<file path="src/logic/anhp_pkg.sv">
package anhp_pkg;
  // ==========================================
  // Commands on the low byte lanes
  localparam logic [7:0] CMD_READ1 = 8'h00;
  localparam logic [7:0] CMD_READ2 = 8'h30;
  localparam logic [7:0] CMD_WRITE1 = 8'h80;
  localparam logic [7:0] CMD_WRITE2 = 8'h10;
  localparam logic [7:0] CMD_READ_ID = 8'h90;
  localparam logic [7:0] CMD_PARAM = 8'hEC;
  localparam logic [7:0] CMD_STATUS = 8'h70;
  localparam logic [7:0] CMD_RESET = 8'hFF;
  localparam logic [7:0] ID_ADDR_MFR = 8'h00;
  localparam logic [7:0] ID_ADDR_SIG = 8'h20;
  localparam int ADDR_BYTES = 5;
  localparam int ADDR_BITS_X8 = 21;
  localparam int STATUS_RDY_BIT = 6;
  // ==========================================
  // Controller register offsets
  localparam logic [3:0] REG_CTRL = 4'h0;
  localparam logic [3:0] REG_ADDR = 4'h1;
  localparam logic [3:0] REG_WDATA = 4'h2;
  localparam logic [3:0] REG_RDATA = 4'h3;
  localparam logic [3:0] REG_STAT = 4'h4;
  localparam logic [3:0] REG_CFG = 4'h5;
  // CTRL field positions
  localparam int CTRL_CMD_LSB = 0;
  localparam int CTRL_OP_LSB = 8;
  // Operation codes written to CTRL[10:8]
  localparam logic [2:0] OP_CMD = 3'h1;
  localparam logic [2:0] OP_CMD_ADDR5 = 3'h2;
  localparam logic [2:0] OP_CMD_ADDR1 = 3'h3;
  localparam logic [2:0] OP_WDATA = 3'h4;
  localparam logic [2:0] OP_RDATA = 3'h5;
  localparam logic [2:0] OP_CMD_ADDR5_CMD = 3'h6;
  // STAT bits
  localparam int STAT_BUSY = 0;
  localparam int STAT_RB = 1;
  localparam int STAT_ERR = 2;
  localparam logic [3:0] CFG_RESET = 4'h2;
  // ==========================================
  // Timing
  localparam int CLK_HZ = 50_000_000;
  localparam int T_STROBE_NS = 30;
  localparam int T_WHR_NS = 120;
  localparam int STROBE_CYC = (T_STROBE_NS * (CLK_HZ / 1_000_000) + 999) / 1000;
  localparam int WHR_CYC = (T_WHR_NS * (CLK_HZ / 1_000_000) + 999) / 1000;

  typedef struct packed {
    logic ce_n;
    logic cle;
    logic ale;
    logic we_n;
    logic re_n;
    logic wp_n;
  } anhp_ctl_t;
endpackage

</file>
<file path="src/logic/anhp_host.sv">
// ==========================================
module anhp_host #(
  parameter int DATA_W = 16
) (
  input wire logic clk,
  input wire logic arst_n,
  input wire logic [3:0] reg_addr,
  input wire logic [31:0] reg_wdata,
  input wire logic reg_wr,
  input wire logic reg_rd,
  output logic [31:0] reg_rdata,
  output anhp_pkg::anhp_ctl_t nand_ctl,
  output logic [DATA_W-1:0] dq_o,
  output logic dq_oe,
  input wire logic [DATA_W-1:0] dq_i,
  input wire logic rb_i,
  output logic hardware_save_strobe_n
);
  initial begin
    if (DATA_W != 8 && DATA_W != 16) begin
      $error("DATA_W must be 8 or 16");
    end
  end

  typedef enum logic [6:0] {
    ST_IDLE = 7'b0000001,
    ST_CMD = 7'b0000010,
    ST_ADDR = 7'b0000100,
    ST_CMD2 = 7'b0001000,
    ST_WDAT = 7'b0010000,
    ST_RDAT = 7'b0100000,
    ST_WAIT = 7'b1000000
  } anhp_st_t;

  // ==========================================
  // Ready/busy synchroniser: three stages, change once stages two and three agree
  logic rb_s1_r, rb_s2_r, rb_s3_r, rb_r;
  logic rb_nxt;
  always_comb begin
    rb_nxt = rb_r;
    if (rb_s2_r == rb_s3_r) begin
      rb_nxt = rb_s3_r;
    end
  end
  always_ff @(posedge clk or negedge arst_n) begin
    if (!arst_n) begin
      rb_s1_r <= 1'b0;
      rb_s2_r <= 1'b0;
      rb_s3_r <= 1'b0;
      rb_r <= 1'b0;
    end else begin
      rb_s1_r <= rb_i;
      rb_s2_r <= rb_s1_r;
      rb_s3_r <= rb_s2_r;
      rb_r <= rb_nxt;
    end
  end

  // ==========================================
  // Sequencer
  anhp_st_t st_r, st_nxt;
  logic [7:0] cmd_r, cmd_nxt;
  logic [2:0] op_r, op_nxt;
  logic [23:0] addr_r, addr_nxt;
  logic [15:0] wdat_r, wdat_nxt;
  logic [15:0] rdat_r, rdat_nxt;
  logic [3:0] cfg_r, cfg_nxt;
  logic err_r, err_nxt;
  logic [2:0] abyte_r, abyte_nxt;
  logic [7:0] cnt_r, cnt_nxt;
  logic ph_r, ph_nxt;
  anhp_pkg::anhp_ctl_t ctl_r, ctl_nxt;
  logic [DATA_W-1:0] dqo_r, dqo_nxt;
  logic oe_r, oe_nxt;
  logic [31:0] rd_r, rd_nxt;
  logic busy;
  logic allowed;
  logic [7:0] abyte_val;
  logic [7:0] wcmd;
  logic [2:0] wop;

  assign busy = (st_r != ST_IDLE);
  assign wcmd = reg_wdata[anhp_pkg::CTRL_CMD_LSB +: 8];
  assign wop = reg_wdata[anhp_pkg::CTRL_OP_LSB +: 3];
  // Only status and reset go out while the device shows busy
  assign allowed = rb_r || wcmd == anhp_pkg::CMD_STATUS
                   || wcmd == anhp_pkg::CMD_RESET;

  always_comb begin
    abyte_val = 8'h00;
    case (abyte_r)
      3'd0: abyte_val = addr_r[7:0];
      3'd1: abyte_val = addr_r[15:8];
      3'd2: begin
        abyte_val = {3'b000, addr_r[20:16]};
        if (cfg_r[0]) begin
          abyte_val[4] = 1'b0;
        end
      end
      default: abyte_val = 8'h00;
    endcase
  end

  always_comb begin
    st_nxt = st_r;
    cmd_nxt = cmd_r;
    op_nxt = op_r;
    addr_nxt = addr_r;
    wdat_nxt = wdat_r;
    rdat_nxt = rdat_r;
    cfg_nxt = cfg_r;
    err_nxt = err_r;
    abyte_nxt = abyte_r;
    cnt_nxt = cnt_r;
    ph_nxt = ph_r;
    ctl_nxt = ctl_r;
    dqo_nxt = dqo_r;
    oe_nxt = oe_r;
    rd_nxt = 32'h0000_0000;
    if (reg_rd) begin
      case (reg_addr)
        anhp_pkg::REG_CTRL: rd_nxt = {21'h0, op_r, cmd_r};
        anhp_pkg::REG_ADDR: rd_nxt = {8'h00, addr_r};
        anhp_pkg::REG_WDATA: rd_nxt = {16'h0000, wdat_r};
        anhp_pkg::REG_RDATA: rd_nxt = {16'h0000, rdat_r};
        anhp_pkg::REG_STAT: rd_nxt = {29'h0, err_r, rb_r, busy};
        anhp_pkg::REG_CFG: rd_nxt = {28'h0, cfg_r};
        default: rd_nxt = 32'h0000_0000;
      endcase
    end
    if (reg_wr) begin
      case (reg_addr)
        anhp_pkg::REG_ADDR: addr_nxt = reg_wdata[23:0];
        anhp_pkg::REG_WDATA: wdat_nxt = reg_wdata[15:0];
        anhp_pkg::REG_CFG: cfg_nxt = reg_wdata[3:0];
        anhp_pkg::REG_CTRL: begin
          if (!busy) begin
            if (allowed) begin
              cmd_nxt = wcmd;
              op_nxt = wop;
              err_nxt = 1'b0;
              ph_nxt = 1'b0;
              cnt_nxt = 8'h00;
              abyte_nxt = 3'd0;
              st_nxt = (wop == anhp_pkg::OP_WDATA) ? ST_WDAT
                     : (wop == anhp_pkg::OP_RDATA) ? ST_RDAT : ST_CMD;
            end else begin
              err_nxt = 1'b1;
            end
          end
        end
        default: ;
      endcase
    end
    // Each phase holds STROBE_CYC+1 cycles; ph_r=0 strobe low, 1 strobe high
    case (st_r)
      ST_IDLE: begin
        ctl_nxt.ce_n = ~cfg_r[1];
        ctl_nxt.cle = 1'b0;
        ctl_nxt.ale = 1'b0;
        ctl_nxt.we_n = 1'b1;
        ctl_nxt.re_n = 1'b1;
        oe_nxt = 1'b0;
      end
      ST_CMD, ST_CMD2, ST_ADDR, ST_WDAT: begin
        ctl_nxt.ce_n = 1'b0;
        ctl_nxt.re_n = 1'b1;
        ctl_nxt.cle = (st_r == ST_CMD || st_r == ST_CMD2);
        ctl_nxt.ale = (st_r == ST_ADDR);
        oe_nxt = 1'b1;
        dqo_nxt = '0;
        if (st_r == ST_CMD) begin
          dqo_nxt[7:0] = cmd_r;
        end else if (st_r == ST_CMD2) begin
          dqo_nxt[7:0] = anhp_pkg::CMD_READ2;
        end else if (st_r == ST_ADDR) begin
          dqo_nxt[7:0] = abyte_val;
        end else begin
          dqo_nxt = wdat_r[DATA_W-1:0];
        end
        ctl_nxt.we_n = ph_r;
        cnt_nxt = cnt_r + 8'd1;
        if (cnt_r == 8'(anhp_pkg::STROBE_CYC)) begin
          cnt_nxt = 8'h00;
          ph_nxt = ~ph_r;
          if (ph_r) begin
            // Rising edge of WE happened; choose the next phase
            if (st_r == ST_CMD) begin
              if (op_r == anhp_pkg::OP_CMD_ADDR5 || op_r == anhp_pkg::OP_CMD_ADDR1
                  || op_r == anhp_pkg::OP_CMD_ADDR5_CMD) begin
                st_nxt = ST_ADDR;
              end else if (cmd_r == anhp_pkg::CMD_RESET) begin
                st_nxt = ST_WAIT;
              end else begin
                st_nxt = ST_IDLE;
              end
            end else if (st_r == ST_ADDR) begin
              abyte_nxt = abyte_r + 3'd1;
              if (op_r == anhp_pkg::OP_CMD_ADDR1
                  || abyte_r == 3'(anhp_pkg::ADDR_BYTES - 1)) begin
                // ID and page reads need the write-to-read wait
                st_nxt = (op_r == anhp_pkg::OP_CMD_ADDR5_CMD) ? ST_CMD2 : ST_WAIT;
              end
            end else if (st_r == ST_CMD2) begin
              st_nxt = ST_WAIT;
            end else begin
              st_nxt = ST_IDLE;
            end
          end
        end
      end
      ST_RDAT: begin
        ctl_nxt.ce_n = 1'b0;
        ctl_nxt.cle = 1'b0;
        ctl_nxt.ale = 1'b0;
        ctl_nxt.we_n = 1'b1;
        oe_nxt = 1'b0;
        ctl_nxt.re_n = ph_r;
        cnt_nxt = cnt_r + 8'd1;
        if (cnt_r == 8'(anhp_pkg::STROBE_CYC)) begin
          cnt_nxt = 8'h00;
          ph_nxt = ~ph_r;
          if (!ph_r) begin
            rdat_nxt = '0;
            rdat_nxt[DATA_W-1:0] = dq_i;
          end else begin
            st_nxt = ST_IDLE;
          end
        end
      end
      ST_WAIT: begin
        ctl_nxt.we_n = 1'b1;
        ctl_nxt.cle = 1'b0;
        ctl_nxt.ale = 1'b0;
        oe_nxt = 1'b0;
        cnt_nxt = cnt_r + 8'd1;
        // Ends after the write-to-read wait once the device shows ready
        if (cnt_r >= 8'(anhp_pkg::WHR_CYC) && rb_r) begin
          cnt_nxt = 8'h00;
          st_nxt = ST_IDLE;
        end
      end
      default: st_nxt = ST_IDLE;
    endcase
  end

  always_ff @(posedge clk or negedge arst_n) begin
    if (!arst_n) begin
      st_r <= ST_IDLE;
      cmd_r <= 8'h00;
      op_r <= 3'h0;
      addr_r <= 24'h00_0000;
      wdat_r <= 16'h0000;
      rdat_r <= 16'h0000;
      cfg_r <= anhp_pkg::CFG_RESET;
      err_r <= 1'b0;
      abyte_r <= 3'h0;
      cnt_r <= 8'h00;
      ph_r <= 1'b0;
      ctl_r <= '{ce_n: 1'b1, cle: 1'b0, ale: 1'b0, we_n: 1'b1, re_n: 1'b1, wp_n: 1'b0};
      dqo_r <= '0;
      oe_r <= 1'b0;
      rd_r <= 32'h0000_0000;
    end else begin
      st_r <= st_nxt;
      cmd_r <= cmd_nxt;
      op_r <= op_nxt;
      addr_r <= addr_nxt;
      wdat_r <= wdat_nxt;
      rdat_r <= rdat_nxt;
      cfg_r <= cfg_nxt;
      err_r <= err_nxt;
      abyte_r <= abyte_nxt;
      cnt_r <= cnt_nxt;
      ph_r <= ph_nxt;
      ctl_r <= ctl_nxt;
      dqo_r <= dqo_nxt;
      oe_r <= oe_nxt;
      rd_r <= rd_nxt;
    end
  end

  // Write protect follows CFG bit 2: low keeps the array safe
  always_comb begin
    nand_ctl = ctl_r;
    nand_ctl.wp_n = cfg_r[2];
  end
  assign dq_o = dqo_r;
  assign dq_oe = oe_r;
  assign reg_rdata = rd_r;
  assign hardware_save_strobe_n = ~cfg_r[3];
endmodule

</file>
<file path="config.mk">
export PLATFORM = sky130hd
export DESIGN_NAME = anhp_host
export DESIGN_NICKNAME = d
export VERILOG_FILES = /design/src/logic/anhp_pkg.sv /design/src/logic/anhp_host.sv
export SDC_FILE = /design/constraint.sdc
export NUM_CORES = 1
export LEC_CHECK = 0
export BUFFER_PORTS_ARGS = -buffer_cell sky130_fd_sc_hd__buf_2
export CAP_MARGIN = 10
export CORE_ASPECT_RATIO = 1.4
export CORE_MARGIN = 4
export CORE_UTILIZATION = 60
export DETAILED_ROUTE_END_ITERATION = 8
export PLACE_DENSITY = 0.93
export SETUP_SLACK_MARGIN = 0.2
export SYNTH_ARGS = -nofsm -noshare
export SYNTH_HDL_FRONTEND = slang
export SYNTH_SLANG_ARGS = --single-unit
</file>
<file path="constraint.sdc">
create_clock -name clk -period 6 [get_ports clk]
set_input_delay 0.9 -clock clk [delete_from_list [all_inputs] [get_ports clk]]
set_output_delay 0.9 -clock clk [all_outputs]
set_load 0.02 [all_outputs]
</file>
# Word level (Yosys, flattened, before mapping)
# Cells that the tools add are included.
[classes]
addsub = 2
order_cmp = 1
n_eq_ne = 27
n_mux = 56
n_bitwise = 4
n_reduce_logical = 26
[op_table]
columns = ["op", "n"]
rows = [
  ["case mux 24 bit (6 select lines)", 1],
  ["two-way mux 7 bit", 16],
  ["two-way mux 8 bit", 12],
  ["two-way mux 32 bit", 1],
  ["case mux 7 bit (4 select lines)", 1],
  ["two-way mux 3 bit", 9],
  ["case mux 8 bit (3 select lines)", 1],
  ["== test 8 bit (second input constant)", 2],
  ["case mux 8 bit (2 select lines)", 1],
  ["== test 3 bit (second input constant)", 4],
  ["two-way mux 6 bit", 2],
  ["OR reduction 5 bit", 2],
  ["== test 3 x 2 -> 1 bit (second input constant)", 3],
  ["nonzero test 3 bit", 3],
  ["adder 8 x 1 -> 8 bit (second input constant)", 1],
  ["== test 4 x 2 -> 1 bit (second input constant)", 2],
  ["== test 4 x 3 -> 1 bit (second input constant)", 2],
  ["== test 8 x 2 -> 1 bit (second input constant)", 1],
  ["== test 8 x 7 -> 1 bit (second input constant)", 1],
  ["greater-or-equal comparator 8 x 3 -> 1 bit (second input constant)", 1],
  ["two-way mux 1 bit", 8],
  ["AND reduction 4 bit", 2],
  ["== test 7 x 1 -> 1 bit (second input constant)", 1],
  ["== test 7 x 2 -> 1 bit (second input constant)", 1],
  ["other kinds (23)", 38],
]
[totals]
reg_bits = 149
output_inout_bits = 56

# Depth between registers and ports, before layout
[depth]
word_depth = 13
depth_mapped = 9

# Least setup slack after synthesis
# Ideal clock, no wire load.
[synth_timing]
kind = "input -> register"
startpoint = "input port reg_addr[0]"
endpoint = "register cmd_r[1]"
setup_ps = 125
t_arrival_ps = 2490
required_ps = 5875
slack_ps = 3385
stages = 6
n_path_buf = 2
path_cell_list = "buf_2 -> nor4_1 -> nand2_1 -> a2111o_1 -> buf_1 -> mux2_2"
[synth_between]
elab_chain_len = 2
[synth_lines]
columns = ["item", "line", "text"]
rows = [
  ["start: declaration", "anhp_host.sv:7", "input wire logic [3:0] reg_addr,"],
  ["zero test 4 bit", "anhp_host.sv:132", "case (reg_addr)"],
  ["AND reduction 4 bit (no line)", "n/a", ""],
  ["end signal: assignment", "anhp_host.sv:266", "cmd_r <= cmd_nxt;"],
  ["end: declaration", "anhp_host.sv:62", "logic [7:0] cmd_r, cmd_nxt;"],
]
# Every way passes these cells.
# A chain may end at the register's enable or synchronous reset.

# Final worst setup path
[layout_timing]
startpoint = "register st_r[3]"
endpoint = "register rdat_r[8]"
[layout_between]
elab_chain_len = 2
[layout_lines]
columns = ["item", "line", "text"]
rows = [
  ["start: declaration", "anhp_host.sv:61", "anhp_st_t st_r, st_nxt;"],
  ["start signal: assignment", "anhp_host.sv:265", "st_r <= st_nxt;"],
  ["== test 7 x 6 -> 1 bit", "anhp_host.sv:156", "case (st_r)"],
  ["AND reduction 3 bit (no line)", "n/a", ""],
  ["end signal: assignment", "anhp_host.sv:270", "rdat_r <= rdat_nxt;"],
  ["end: declaration", "anhp_host.sv:66", "logic [15:0] rdat_r, rdat_nxt;"],
]
# Every way passes these cells.

==> impl_results.md <==
- Crit path capture type: register
- Final max-slew violation count: 0
- Half-perimeter wire length of the detailed placement result: 12.0 mm
- Critical path class: register to register
- Clock Sink Count: 141
- Root Driver: clkbuf_16
- Floorplan die area: 12,700 µm²
- Period Utilization, post-route: 0.481
- Number of buffers added on ports: 96
- Layout overhead on the synthesized area: 16.8%
- Share of final-layout standard cells stronger than drive strength 1: 0.331
- IR drop worst, VDD: 0.352 mV
- Max transition margin: 0.246
- Antenna violations before repair: 0
- Count of mapped cells out of synthesis: 575
- Wire length of the first global-routing pass: 28.5 mm
- Number of different library cells in the post-synthesis netlist: 65
- Vertical die dimension: 132 µm
- Post-synthesis instance area: 6540 µm²
- Critical path launch point type: register
- Nets@finish: 726
- Starting Density: 0.622
- Hold Violations, Final: 0
- Inserted Diodes: 0
- Global routing usage summed across all routing layers: 0.296
- Number of global-route vias before repair: 5,553
- Seq/Total Area, Yosys: 0.541
- Placer congestion estimate: 0.989
- I/O pin count: 113
- Post-synthesis adder-cell area fraction: 0.0130
- Xor and xnor fraction of the mapped netlist area: 0.00670
- Final Total Pwr: 2.91 mW
- Number of placed cells counting well taps: 781
- Final cell count without fillers: 814
- Reg-to-reg critical path startpoint: st_r[3]$_DFF_PN0_
- Average routed wire per standard cell: 22.1 µm
- Power density of the placed cells: 381 nW/µm²
- Mean post-synth cell area: 11.4 µm²
- Post-Layout Inst Area: 7640 µm²
- Critical path buffers and inverters: 0
- Maximum clock frequency: 347 MHz
- Detailed-route via count: 5,259
- Synthesized-area fraction occupied by and/or/nand/nor cells: 0.122
- Total number of yosys warnings: 0
- Fraction of the mapped netlist area in compound gates: 0.148
- Standby leakage power: 3.61 nW
- Critical path required time: 6.30 ns
- Number of H-tree levels: 4
- Number of core rows: 44
- Critical-path maximum fanout: 16
- Max-cap viol count: 0
- Core area: 10,500 µm²
- Placed cell area: 7040 µm²
- Filler cells: 713
- Class of the worst hold path: register to register
- Number of setup buffers added after CTS: 0
- Critical Path AT: 3.18 ns
- Post-synthesis register bit count: 141
- Worst hold margin: 0.358 ns
- Worst-path cell chain: nor4_1 -> nand3_1 -> nor3_4 -> mux2_2
- DR DRC count: 0
- Most instantiated flip-flop cell in the synthesis netlist: dfrtp_1
- Actual transition at the worst max-transition pin: 1.13 ns
- Remaining global-route overflow: 0
- Final TNS setup: 0 ns
- Unrepaired setup endpoints after global routing: no
- Setup Slack @ Placement: 2.91 ns
- Maximum single-stage delay on the critical path: 0.82 ns
- Sequential cell area: 3530 µm²
- Leading cell types by total area after synthesis: dfrtp_1 52%, mux2_2 12%, a22oi_1 3.1%
- Hold buffer count at cts: 0
- Dominant combinational cell family by area after synthesis: compound AO/OA/AOI/OAI gates
- HP Start: rb_s1_r$_DFF_PN0_
- Multiplexer fraction of the synthesized cell area: 0.124
- Pin count of the biggest net entering global routing: 81
- Run status: finished, final reports clean
- Number of buffers created by CTS: 17
- Cell family with most CP delay: simple AND/OR/NAND/NOR gates
- Antenna-violating nets left: 0
- Proportion of netlist area held by the largest area contributor: 0.520
- Floorplan die width: 96.2 µm
- Final core utilization: 0.727
- Clock-pin slew on the worst setup and hold paths: 0.06 ns
- Total detailed-routing wirelength: 18.0 mm
- Detailed-router iteration count before antenna repair: 5
- Shortest clock period the worst path allows after layout: 2.88 ns
- EDFF count, synth: 0
- Vias/cell: 6.46
- Proportion of register bits with asynchronous set or reset after synthesis: 1.00
- Setup skew after layout: 0.0125 ns
- Cts repair resizes: 0
- Starting DRC count in detailed routing: 612
- Critical path origin: st_r[3]$_DFF_PN0_
- Max Root-Sink Buffers: 2
- Clock latency on the worst-skew pair: 0.43 ns
- CTS tree: built
- Setup ws final: 3.12 ns
- Standard cell with the maximum stage delay on the critical path: nor3_4
- Area of the multi-input gates: 2750 µm²
- Area leader, netlist: dfrtp_1
- Final setup fails: 0
==> per-layer routing <==
| metal | global-route usage | up-vias | routed length (µm) |
|---|---|---|---|
| li1 | - | 2276 | - |
| met1 | 0.375 | 2639 | 6730 |
| met2 | 0.483 | 281 | 9450 |
| met3 | 0.0618 | 63 | 1200 |
| met4 | 0.131 | 0 | 586 |
| met5 | 0 | - | 0 |
==> layout by cell type, fill, tap and decap left out, drive strengths merged, types with 5 or more instances in the layout <==
cell    count
dfrtp     136
buf       101
mux2       70
a21oi      43
nand2      38
nor2       37
a22oi      27
clkbuf     22
inv        19
o21ai      18
nor3       16
and3       13
a31oi      10
nand3      10
a22o       10
conb        8
a222oi      6
ha          6
dfstp       5
clkinv      5
==> worst paths after layout <==
path,endpoint,slack [ns],depth (start not counted)
worst max register to register,rdat_r[8]$_DFFE_PN0P_,3.12,4
max in group asynchronous,abyte_r[2]$_DFF_PN0_,4.12,2
worst min-delay path,rb_s2_r$_DFF_PN0_,0.36,0
worst max-delay path,rdat_r[8]$_DFFE_PN0P_,3.12,4
worst min register to register,rb_s2_r$_DFF_PN0_,0.36,0
min in group asynchronous,dq_oe$_DFFE_PN0P_,0.46,1
==> flip-flops by register name, indices dropped and copies added, names as in the netlist, 3 cells and up <==
| register | flops |
|---|---|
| abyte_r | 3 |
| cfg_r | 4 |
| cnt_r | 8 |
| rdat_r | 16 |
| st_r | 7 |
| reg_rdata | 24 |
| cmd_r | 8 |
| nand_ctl | 5 |
| wdat_r | 16 |
| op_r | 3 |
| dq_o | 16 |
| addr_r | 24 |
==> cells in the mapped netlist, drive strengths merged, types with 4 or more instances <==
library cell	count
a22oi	27
nor2	37
a21oi	43
nand3b	4
nor4	4
o22ai	4
buf	23
nand4	4
nand2	38
a31oi	10
o21ai	18
inv	17
nand3	10
ha	6
dfstp	5
mux2	70
a222oi	6
nor3	16
nor3b	4
a22o	10
and3	13
clkbuf	17
dfrtp	136
==> worst register-to-register path: cells and delay by family, from the launching register on <==
family | cells | cell delay, ns
muxes | 1 | 0.44
DFF | 1 | 0.56
and+or+nand+nor | 3 | 1.77
==> cell type report <==
class / count / area share
clock inverter: 11 / 0.0174
timing repair buffer: 102 / 0.0693
tap: 138 / 0.0226
multi-input combinational: 384 / 0.359
sequential: 141 / 0.463
inverter: 17 / 0.00835
clock buffer: 21 / 0.0603
==> cells by family (layout without fill, tap and decap cells) <==
logic type	Yosys count	count (layout)
and+or+nand+nor	150	150
AOI/OAI and AO/OA	142	142
DFF	141	141
muxes	72	72
buffers and inverters	57	151
adders and majority gates	7	7
xor gates and xnor gates	5	5
other	1	8
==> report_power, final <==
part	leakage [nW]	switching [mW]	internal, mW
clock	0.284	0.418	0.638
sequential	1.82	0.177	1.12
combinational	1.50	0.325	0.234
total	3.61	0.920	1.99
Note: power is estimated with default switching activity, not from simulation.
